**src/include/dcl_pkg.sv**
```systemverilog
// Package of constants shared by the column loader control block.
package dcl_pkg;
    localparam int CHANNELS = 12;
    localparam int PIXEL_BITS = 10;
    localparam int SERIAL_BITS = 12;
    localparam int AUX_BITS = 8;
    localparam int LOAD_PERIODS = 6;
    localparam int BIT_UNUSED_LOW = 8;
    localparam int BIT_UNUSED_HIGH = 9;
    localparam int BIT_AUX_LOAD = 10;
    localparam int BIT_OUT_MODE = 11;
    localparam logic [9:0] CODE_MAX = 10'h3FF;
    localparam logic [7:0] AUX_RESET = 8'h00;
    localparam logic [9:0] PIXEL_RESET = 10'h000;
    localparam logic [3:0] LAST_CHANNEL = 4'hB;
    localparam logic [3:0] FIRST_CHANNEL = 4'h0;
    localparam logic [3:0] LOAD_COUNT = 4'hC;
    localparam logic [3:0] SERIAL_COUNT_MAX = 4'hC;
    localparam logic MODE_NORMAL = 1'b0;
    localparam logic MODE_GROUNDED = 1'b1;
endpackage : dcl_pkg

```
**src/hw/dcl_loader.sv**
```systemverilog
// Column loader control: pixel distribution, transfer and serial control.
`timescale 1ns/10ps
`default_nettype none
module dcl_loader #(
    parameter int CHANNELS = dcl_pkg::CHANNELS,
    parameter int PIXEL_BITS = dcl_pkg::PIXEL_BITS
) (
    // Clock and reset.
    input wire logic clk_i,
    input wire logic resetn_i,
    // Pixel stream, one word per rising clock edge, sampled here per enable.
    input wire logic pix_valid_i,
    input wire logic [PIXEL_BITS-1:0] pix_data_i,
    output logic pix_ready_o,
    // Video control pins.
    input wire logic transfer_start_strobe_i,
    input wire logic load_direction_i,
    input wire logic polarity_control_i,
    input wire logic thermal_switch_input_i,
    input wire logic mode_source_select_i,
    input wire logic ground_switch_input_i,
    // Serial control, sampled as ordinary synchronous inputs.
    input wire logic serial_frame_strobe_i,
    input wire logic serial_clock_i,
    input wire logic serial_data_in_i,
    // Digital view of the outputs.
    output logic [CHANNELS*PIXEL_BITS-1:0] video_code_o,
    output logic [CHANNELS*PIXEL_BITS-1:0] video_level_code_o,
    output logic polarity_o,
    output logic grounded_o,
    output logic thermal_enable_o,
    output logic [7:0] aux_dac_code_o,
    output logic loading_o
);
    typedef enum logic [1:0] {
        DCL_IDLE = 2'b01,
        DCL_LOAD = 2'b10
    } dcl_state_t;

    dcl_state_t state;
    logic [3:0] load_count;
    logic [3:0] channel;
    logic strobe_seen;
    logic [PIXEL_BITS-1:0] latch_mem [CHANNELS];
    logic polarity_pending;
    logic serial_mode;
    logic [dcl_pkg::SERIAL_BITS-1:0] shift;
    logic frame_q;
    logic sclk_q;
    logic [1:0] buf_valid;
    logic [PIXEL_BITS-1:0] buf_data [2];
    logic buf_take;
    logic buf_push;
    logic [3:0] next_channel;
    logic load_down;
    logic load_last;
    logic frame_fall;
    logic frame_rise;
    logic sclk_rise;

    // The source delivers one word per clock edge through a two-entry
    // buffer; the loader drains it one word per cycle while loading.
    // Limitation: one word per block clock means twelve cycles per load,
    // so the block clock must run at twice the video clock to keep up with
    // a source that changes its word on both video clock edges.
    assign pix_ready_o = (buf_valid != 2'b11);
    assign buf_push = pix_valid_i && pix_ready_o;
    // No word is taken while a strobe is acted on, since the latch write is
    // held off then and the word would be lost.
    assign buf_take = buf_valid[0] && (state == DCL_LOAD) && !strobe_seen;
    assign loading_o = (state == DCL_LOAD);
    assign load_last = (load_count == dcl_pkg::LOAD_COUNT - 4'h1);
    assign frame_fall = frame_q && !serial_frame_strobe_i;
    assign frame_rise = !frame_q && serial_frame_strobe_i;
    assign sclk_rise = !serial_frame_strobe_i && serial_clock_i && !sclk_q;

    always_ff @(posedge clk_i or negedge resetn_i) begin
        if (!resetn_i) begin
            buf_valid <= 2'b00;
            buf_data[0] <= dcl_pkg::PIXEL_RESET;
            buf_data[1] <= dcl_pkg::PIXEL_RESET;
        end else begin
            case ({buf_push, buf_take})
                2'b10: begin
                    if (!buf_valid[0]) begin
                        buf_data[0] <= pix_data_i;
                        buf_valid <= 2'b01;
                    end else begin
                        buf_data[1] <= pix_data_i;
                        buf_valid <= 2'b11;
                    end
                end
                2'b01: begin
                    buf_data[0] <= buf_data[1];
                    buf_valid <= {1'b0, buf_valid[1]};
                end
                2'b11: begin
                    if (buf_valid[1]) begin
                        buf_data[0] <= buf_data[1];
                        buf_data[1] <= pix_data_i;
                    end else begin
                        buf_data[0] <= pix_data_i;
                    end
                end
                default: begin
                end
            endcase
        end
    end

    // Strobe is sampled on rising edges only; action follows next edge.
    always_ff @(posedge clk_i or negedge resetn_i) begin
        if (!resetn_i) begin
            strobe_seen <= 1'b0;
        end else begin
            strobe_seen <= transfer_start_strobe_i;
        end
    end

    // Direction is held for the whole sequence, so a change of the select
    // pin in mid-load cannot scatter words over the wrong channels.
    always_ff @(posedge clk_i or negedge resetn_i) begin
        if (!resetn_i) begin
            load_down <= 1'b0;
        end else if (strobe_seen) begin
            load_down <= load_direction_i;
        end
    end

    always_comb begin
        next_channel = channel;
        if (load_down) begin
            next_channel = channel - 4'h1;
        end else begin
            next_channel = channel + 4'h1;
        end
    end

    // Sequencer: idle until a strobe, then one channel per buffered word.
    always_ff @(posedge clk_i or negedge resetn_i) begin
        if (!resetn_i) begin
            state <= DCL_IDLE;
        end else if (strobe_seen) begin
            state <= DCL_LOAD;
        end else begin
            case (state)
                DCL_LOAD: begin
                    if (buf_take && load_last) begin
                        state <= DCL_IDLE;
                    end
                end
                DCL_IDLE: begin
                end
                default: state <= DCL_IDLE;
            endcase
        end
    end

    always_ff @(posedge clk_i or negedge resetn_i) begin
        if (!resetn_i) begin
            load_count <= 4'h0;
        end else if (strobe_seen) begin
            load_count <= 4'h0;
        end else if (buf_take) begin
            load_count <= load_count + 4'h1;
        end
    end

    always_ff @(posedge clk_i or negedge resetn_i) begin
        if (!resetn_i) begin
            channel <= dcl_pkg::FIRST_CHANNEL;
        end else if (strobe_seen) begin
            channel <= load_direction_i ? dcl_pkg::LAST_CHANNEL
                                        : dcl_pkg::FIRST_CHANNEL;
        end else if (buf_take) begin
            channel <= next_channel;
        end
    end

    genvar g;
    generate
        for (g = 0; g < CHANNELS; g++) begin : g_chan
            always_ff @(posedge clk_i or negedge resetn_i) begin
                if (!resetn_i) begin
                    latch_mem[g] <= dcl_pkg::PIXEL_RESET;
                    video_code_o[g*PIXEL_BITS +: PIXEL_BITS] <=
                        dcl_pkg::PIXEL_RESET;
                end else begin
                    if (buf_take && !strobe_seen && channel == 4'(g)) begin
                        latch_mem[g] <= buf_data[0];
                    end
                    if (strobe_seen) begin
                        video_code_o[g*PIXEL_BITS +: PIXEL_BITS] <=
                            latch_mem[g];
                    end
                end
            end
            // Inverted code drives the level: full scale at code zero.
            assign video_level_code_o[g*PIXEL_BITS +: PIXEL_BITS] =
                grounded_o ? dcl_pkg::PIXEL_RESET
                : dcl_pkg::CODE_MAX -
                  video_code_o[g*PIXEL_BITS +: PIXEL_BITS];
        end
    endgenerate

    // The polarity caught now only reaches the outputs one transfer later.
    always_ff @(posedge clk_i or negedge resetn_i) begin
        if (!resetn_i) begin
            polarity_pending <= 1'b0;
        end else if (strobe_seen) begin
            polarity_pending <= polarity_control_i;
        end
    end

    always_ff @(posedge clk_i or negedge resetn_i) begin
        if (!resetn_i) begin
            polarity_o <= 1'b0;
        end else if (strobe_seen) begin
            polarity_o <= polarity_pending;
        end
    end

    // Frame and shift clock edges are found against the last samples; the
    // shift clock must stay below half the block clock or rises are missed.
    always_ff @(posedge clk_i or negedge resetn_i) begin
        if (!resetn_i) begin
            frame_q <= 1'b1;
        end else begin
            frame_q <= serial_frame_strobe_i;
        end
    end

    always_ff @(posedge clk_i or negedge resetn_i) begin
        if (!resetn_i) begin
            sclk_q <= 1'b0;
        end else begin
            sclk_q <= serial_clock_i;
        end
    end

    always_ff @(posedge clk_i or negedge resetn_i) begin
        if (!resetn_i) begin
            shift <= '0;
        end else if (frame_fall) begin
            shift <= '0;
        end else if (sclk_rise) begin
            shift <= {shift[dcl_pkg::SERIAL_BITS-2:0],
                      serial_data_in_i};
        end
    end

    // The code moves only with the load bit set, so a word that sets the
    // mode alone leaves the auxiliary level where it was.
    always_ff @(posedge clk_i or negedge resetn_i) begin
        if (!resetn_i) begin
            aux_dac_code_o <= dcl_pkg::AUX_RESET;
        end else if (frame_rise && shift[dcl_pkg::BIT_AUX_LOAD]) begin
            aux_dac_code_o <= shift[dcl_pkg::AUX_BITS-1:0];
        end
    end

    // Bits 8 and 9 are never read; with pin control the mode bit is dropped.
    always_ff @(posedge clk_i or negedge resetn_i) begin
        if (!resetn_i) begin
            serial_mode <= dcl_pkg::MODE_NORMAL;
        end else if (frame_rise && mode_source_select_i) begin
            serial_mode <= shift[dcl_pkg::BIT_OUT_MODE];
        end
    end

    // Pin control acts at once; serial control keeps the last mode bit
    // until another frame completes.
    always_comb begin
        if (mode_source_select_i) begin
            grounded_o = serial_mode;
        end else begin
            grounded_o = !ground_switch_input_i;
        end
    end

    assign thermal_enable_o = thermal_switch_input_i;
    // The analog DAC computes low reference plus span times code/256.
endmodule : dcl_loader
`default_nettype wire

```
**config.mk**
```make
export PLATFORM = sky130hd
export DESIGN_NAME = dcl_loader
export DESIGN_NICKNAME = d
export VERILOG_FILES = /design/src/include/dcl_pkg.sv /design/src/hw/dcl_loader.sv
export SDC_FILE = /design/constraint.sdc
export NUM_CORES = 1
export LEC_CHECK = 0
export BUFFER_PORTS_ARGS = -buffer_cell sky130_fd_sc_hd__buf_4
export CAP_MARGIN = 20
export CORE_ASPECT_RATIO = 0.5
export CORE_MARGIN = 2
export CORE_UTILIZATION = 46
export CTS_BUF_LIST = sky130_fd_sc_hd__clkbuf_2 sky130_fd_sc_hd__clkbuf_4 sky130_fd_sc_hd__clkbuf_8
export CTS_CLUSTER_SIZE = 16
export DETAILED_ROUTE_END_ITERATION = 10
export PLACE_DENSITY = 0.7
export SETUP_SLACK_MARGIN = 0.2
export SYNTH_ARGS = -nofsm -noshare
export SYNTH_HDL_FRONTEND = slang
export SYNTH_SLANG_ARGS = --single-unit
```
**constraint.sdc**
```tcl
create_clock -name clk_i -period 3.3 [get_ports clk_i]
set_clock_uncertainty 0.2 [all_clocks]
set_input_delay 0.165 -clock clk_i [delete_from_list [all_inputs] [get_ports clk_i]]
set_output_delay 0.165 -clock clk_i [all_outputs]
set_load 0.01 [all_outputs]
```
# Word level (Yosys, flattened, before mapping)
# Cells that the tools add are included.
# W data, S select, Z words.
[op_classes]
addsub = 15
n_mux = 32
eq_ne = 23
n_mul = 0
bitwise_logic = 0
shifts = 0
div_mod_pow = 0
reduce_logical = 37
order_cmp = 0
[op_table]
columns = ["operator", "n"]
rows = [
  ["$mux W10", 16],
  ["$sub A10 B10 Y10 const A", 12],
  ["$pmux W10 S3", 1],
  ["$mux W12", 2],
  ["$mux W4", 6],
  ["$logic_and A1 B1 Y1", 23],
  ["$eq A4 B4 Y1 const B", 5],
  ["$pmux W10 S2", 1],
  ["$eq A4 B3 Y1 const B", 4],
  ["$ne A2 B2 Y1 const B", 5],
  ["$add A4 B1 Y4 const B", 2],
  ["$eq A4 B2 Y1 const B", 2],
  ["$pmux W2 S2", 2],
  ["$reduce_bool A2 Y1", 4],
  ["$eq A2 B2 Y1 const B", 3],
  ["$mux W2", 3],
  ["$logic_not A1 Y1", 5],
  ["$eq A2 B1 Y1 const B", 2],
  ["$eq A4 B1 Y1 const B", 1],
  ["$logic_not A4 Y1", 1],
  ["$reduce_and A2 Y1", 2],
  ["$sub A4 B1 Y4 const B", 1],
  ["$ne A3 B1 Y1 const B", 1],
  ["$reduce_and A3 Y1", 1],
  ["2 further kinds", 2],
]
[word_totals]
latchBits = 0
ff_bits = 299
ramBits = 0
output_inout_bits = 253
memories = 0
romBits = 0
wordCells = 146
inputBits = 22

# Longest topological paths before layout
[depth]
depth_word = 7
depth_mapped = 9
mapped_depth_nobuf = 7

# Least setup slack after synthesis
# No wires, ideal clock.
[synth_timing]
path_kind = "register to register"
startpoint = "reg strobe_seen"
endpoint = "reg buf_data[0] in the netlist's numbering"
t_required_ps = 2975
synth_period_minus_slack_ps = 2292
slack_ps = 1008
n_path_buf = 2
setup_time_ps = 125
stages_incl_launch_ff = 9
t_arrival_ps = 1967
cell_sequence = "dfrtp_1 buf_6 nand4bb_1 buf_4 inv_6 ha_1 mux2i_1 a21oi_2 mux2_2"
[synth_between]
elab_chain_cells = 5
word_cells_on_any_way = 9
cone_classes = "eq/ne: 4; mux: 1; reduce/logical: 4"
[synth_lines]
columns = ["item", "line_no", "text"]
rows = [
  ["from (decl)", "dcl_loader.sv:43", "logic strobe_seen;"],
  ["from (signal assigned)", "dcl_loader.sv:116", "strobe_seen <= transfer_start_strobe_i;"],
  ["$logic_not A1 Y1 *", "dcl_loader.sv:70", "assign buf_take = buf_valid[0] && (state == DCL_LOAD) && !strobe_seen;"],
  ["$logic_and A1 B1 Y1 *", "dcl_loader.sv:70", ""],
  ["$eq A2 B2 Y1", "dcl_loader.sv:83", "case ({buf_push, buf_take})"],
  ["$ne A2 B2 Y1 (no line) / $reduce_bool A2 Y1 (equally long branches)", "--", ""],
  ["$reduce_and A3 Y1 (no line)", "--", ""],
  ["to (decl)", "dcl_loader.sv:51", "logic [PIXEL_BITS-1:0] buf_data [2];"],
]
# Mark *: on every way between the ends. The rest lies on a longest branch, timed or not.
# A chain may end at the register's enable or synchronous reset.

# Worst setup path in the final report
[layout_timing]
startpoint = "reg buf_valid[0]"
endpoint = "reg buf_data[6] in the netlist's numbering"
[layout_between]
elab_chain_cells = 5
word_cells_on_any_way = 11
cone_classes = "eq/ne: 5; mux: 1; reduce/logical: 5"
[layout_lines]
columns = ["item", "line_no", "text"]
rows = [
  ["from (decl)", "dcl_loader.sv:50", "logic [1:0] buf_valid;"],
  ["from (signal assigned)", "dcl_loader.sv:95", "buf_valid <= {1'b0, buf_valid[1]};"],
  ["$ne A2 B2 Y1 / $logic_and A1 B1 Y1 (equally long branches)", "dcl_loader.sv:66, dcl_loader.sv:70", ""],
  ["$logic_and A1 B1 Y1, on equally long branches", "dcl_loader.sv:67, dcl_loader.sv:70", ""],
  ["$eq A2 B2 Y1", "dcl_loader.sv:83", ""],
  ["$ne A2 B2 Y1 (no line) / $reduce_bool A2 Y1 (equally long branches)", "--", ""],
  ["$reduce_and A3 Y1 (no line)", "--", ""],
]
# Parallel ways exist; a longest one is shown, timed or not.

==> summary.txt <==
Timing
  • Normalized max-slew margin: 0.4422
  • Smallest hold slack: 0.02472 ns
  • Crit path setup slack, layout: 0.7211 ns
  • Count of final hold-check violations: 0
  • Final number of setup-violating endpoints: 0
  • RSZ-0062 raised after global routing: false
  • Crit path time final: between 2 and 3 ns
  • Transition time at the pin with the least slew margin: approximately 0.84 ns
  • Fmax: 387.8 MHz
  • Number of pins with negative max-slew slack in the final report: 0
  • Fin crit share: 0.7815
  • Total Negative Setup Slacks: 0 ns

Synth
  • Number of synthesized flops with an enable pin: 0
  • Gate Count Post-Synth: between 800 and 900
  • Yosys reg bits: 299
  • Cell types occupying the most area after synthesis: sky130_fd_sc_hd__dfrtp_1 61%, sky130_fd_sc_hd__mux2_2 24%, sky130_fd_sc_hd__nor2_1 3.8%
  • Syn Nets: 910
  • Async SR Flop Fraction: 1.000
  • Sequential cell area fraction in the yosys report: 0.6186
  • Count of warnings emitted by yosys: 0
  • Most used flip-flop cell after synthesis: sky130_fd_sc_hd__dfrtp_1
  • Number of distinct library cell variants in the gate-level netlist after synthesis: 39
  • Cell type with the largest total area after synthesis: sky130_fd_sc_hd__dfrtp_1
  • Synth top area share: 0.6143
  • Post-synth design cell area: 12100 µm²
  • Avg Synthesized Cell Area: around 14 µm²

Layout
  • Share of the core filled with cells in the final layout: 0.6112
  • Layout Area Growth over Synthesis: 28.80%
  • Commonest non-fill, non-tap cells in the layout: 296 x sky130_fd_sc_hd__dfrtp_1, 273 x sky130_fd_sc_hd__buf_4, 261 x sky130_fd_sc_hd__mux2_2, 124 x sky130_fd_sc_hd__nor2_1, 54 x sky130_fd_sc_hd__clkbuf_8
  • Number of inserted filler cells in the final layout: roughly 2k
  • Number of nets at the end of the flow: 1200
  • Fraction of final layout cells sized beyond drive strength 1: 0.5271
  • Most frequent standard cell in the layout excluding fill and tap cells: sky130_fd_sc_hd__dfrtp_1
  • Number of antenna diodes: 0

Clocking
  • Number of levels the H-tree was split into: 2
  • Master cell of the clock root buffer: sky130_fd_sc_hd__clkbuf_8
  • Clock tree from TritonCTS: built
  • Postcts setup bufs: 0
  • Sink count of the clock tree: 299
  • # resized after CTS: 0
  • Clock latency on the worst-skew pair: 0.55 ns
  • Reg clk slew, reported paths: around 0.07 ns
  • Total CTS buffers: 42
  • Number of buffers on the longest clock path: 3

Critical path
  • Critical-path top delay cell: sky130_fd_sc_hd__dfrtp_1
  • Cell breakdown of the critical path: nand4bb_1 > buf_4 > inv_6 > ha_1 > mux2i_1 > a21oi_2 > mux2_2
  • Critical path class: reg2reg
  • Worst Path Arrival: 2.80 ns
  • Highest net fanout along the worst path: 11
  • Worst path required time: 3.52 ns
  • Launching element type of the critical path: flip-flop
  • Crit path max-delay family: flip-flops
  • Bufs and invs on worst path: 2
  • Worst path max stage delay: 0.54 ns
  • Endpoint type of the worst setup path: flip-flop

Power
  • Combinational power share: 0.347
  • Worst IR drop on VDD: 0.4505 mV
  • Post-layout power: approximately 15000 µW
  • Internal power: approximately 10000 µW
  • Share of total power in sequential cells: 0.445
  • Cell Pwr Density: 950.1 nW/µm²
  • Switching portion of total power: 0.3324
  • Share of power burned in the clock network: 0.208
  • Switch Pwr: 4922 µW
  • Leakage Power: between 0.007 and 0.008 µW

Run
  • Max-cap viol count: 0

Route
  • Vias after detailed routing: about 8k
  • DR vias/cell: 5.071
  • DRC violation count after routing: 0
  • Router iterations before antenna repair: 6
  • Number of DRC markers after the initial detailed-route iteration: 471
  • Final wirelength: 28.20 mm
  • Average detailed-routed wire length per instance: between 15 and 20 µm
  • Remaining number of nets flagged by the antenna check after routing: 0

Floorplan
  • Starting Density: 0.4746
  • DIE AREA: approximately 28000 µm²
  • Overall die height: 118.7 µm
  • Number of core rows: 41
  • Count of boundary I/O pins: 275
  • Die width: 233.4 µm
  • Core Box Area: 25500 µm²

Hold path
  • Worst min path class: in2async

Placement
  • Global placement routability congestion: 0.7654
  • HPWL Detailed: between 15 and 20 mm
  • IO Port Bufs: 272
  • DP Worst Slack: 0.7402 ns

Global route
  • Antenna violations before repair: 0
  • Remaining Overflow, GRT: 0
  • Wire length of the first global-routing pass: around 44 mm
  • Largest net degree at the start of global routing: about 140
  • Global Route Usage Sum: 0.2052
  • Number of global-route vias before repair: about 7.9k

Status
  • Result of the run: complete, no violations
-- cell families (layout without fill, tap and decap cells) --
group	count (synthesis)	in the layout	synth area share
and+or+nand+nor	203	203	0.07983
xor gates and xnor gates	4	4	0.002896
adders and majority gates	9	9	0.009307
muxes	265	265	0.2462
DFF	299	299	0.6186
AOI/OAI and AO/OA	38	38	0.02161
buffers and inverters	61	381	0.02151
-- registers in the layout, indices dropped and copies added (netlist names), 2 cells and up --
register	count
latch_mem	120
video_code_o	120
buf_data	20
shift	12
aux_dac_code_o	8
channel	4
load_count	4
buf_valid	2
state	2
-- metal layers --
layer	global-route usage	part of all wire
met1	0.2819	0.45
met3	0.03523	0.037
met5	0	0
met4	0.05096	0.015
met2	0.3399	0.50
-- path summary, 6_finish.rpt --
path	startpoint	end	slack, ns	cells past startpoint
max reg2reg	buf_valid[0]	buf_data[6]	0.72	7
max in group asynchronous	resetn_i	frame_q	1.92	3
min	resetn_i	video_code_o[67]	0.02	2
min reg2reg	latch_mem[31]	video_code_o[81]	0.28	1
max	buf_valid[0]	buf_data[6]	0.72	7
min in group clk_i	transfer_start_strobe_i	strobe_seen	0.10	2
-- synth_stat cells, types with 2 or more instances --
cell type	n
sky130_fd_sc_hd__mux2_2	261
sky130_fd_sc_hd__nand2_1	34
sky130_fd_sc_hd__buf_2	6
sky130_fd_sc_hd__ha_1	9
sky130_fd_sc_hd__nand3_2	4
sky130_fd_sc_hd__o21ai_0	5
sky130_fd_sc_hd__nor2_1	124
sky130_fd_sc_hd__buf_1	6
sky130_fd_sc_hd__nand3_1	3
sky130_fd_sc_hd__and2_1	10
sky130_fd_sc_hd__dfrtp_1	297
sky130_fd_sc_hd__nor3b_1	2
sky130_fd_sc_hd__a21o_1	2
sky130_fd_sc_hd__nand3b_1	4
sky130_fd_sc_hd__buf_4	3
sky130_fd_sc_hd__mux2i_1	4
sky130_fd_sc_hd__a21oi_2	2
sky130_fd_sc_hd__dfstp_2	2
sky130_fd_sc_hd__or3_1	2
sky130_fd_sc_hd__nand4b_1	7
sky130_fd_sc_hd__xor2_1	3
sky130_fd_sc_hd__inv_1	8
sky130_fd_sc_hd__nor3_4	4
sky130_fd_sc_hd__nor2b_1	4
sky130_fd_sc_hd__a221o_1	10
sky130_fd_sc_hd__a21oi_1	15
sky130_fd_sc_hd__clkbuf_1	36
-- layout make-up --
cell class	count	area, µm²	share of cell area
Clock buffer	68	848.3	0.05444
Clock inverter	6	57.56	0.003693
Inverter	9	38.79	0.002489
Multi-Input combinational cell	519	4365	0.2801
Sequential cell	299	7488	0.4805
Tap cell	344	430.4	0.02762
Timing Repair Buffer	298	2355	0.1511
-- power groups by stage --
| stage | clock network (µW) | logic (µW) | registers [µW] |
|---|---|---|---|
| after global placement | 0 | 5040 | 6620 |
| after detailed placement | 0 | 5170 | 6690 |
| after CTS | 3170 | 5200 | 6640 |
| after global routing | 3340 | 5520 | 6840 |
| final | 3080 | 5140 | 6590 |
| after floorplan | 0 | 2590 | 6280 |
-- metrics by stage --
step	std cells	cell area (µm²)
global placement	1450	14490
detailed placement	1450	14490
global route	1543	15580
floorplan	879	12100
CTS	1543	15580
finish	1543	15580
-- timing repair --
item	4_1_cts	5_1_grt
hold buffers	19	0
endpoints found under the setup margin	0	0
hold endpoints to repair	162	0
-- worst reg2reg max path, stage by stage (launching register included) --
cell and delay [ns]:
sky130_fd_sc_hd__dfrtp_1 0.54, sky130_fd_sc_hd__nand4bb_1 0.14, sky130_fd_sc_hd__buf_4 0.22, sky130_fd_sc_hd__inv_6 0.14, sky130_fd_sc_hd__ha_1 0.25, sky130_fd_sc_hd__mux2i_1 0.12, sky130_fd_sc_hd__a21oi_2 0.45, sky130_fd_sc_hd__mux2_2 0.40
Power figures use the tool's default switching activity.
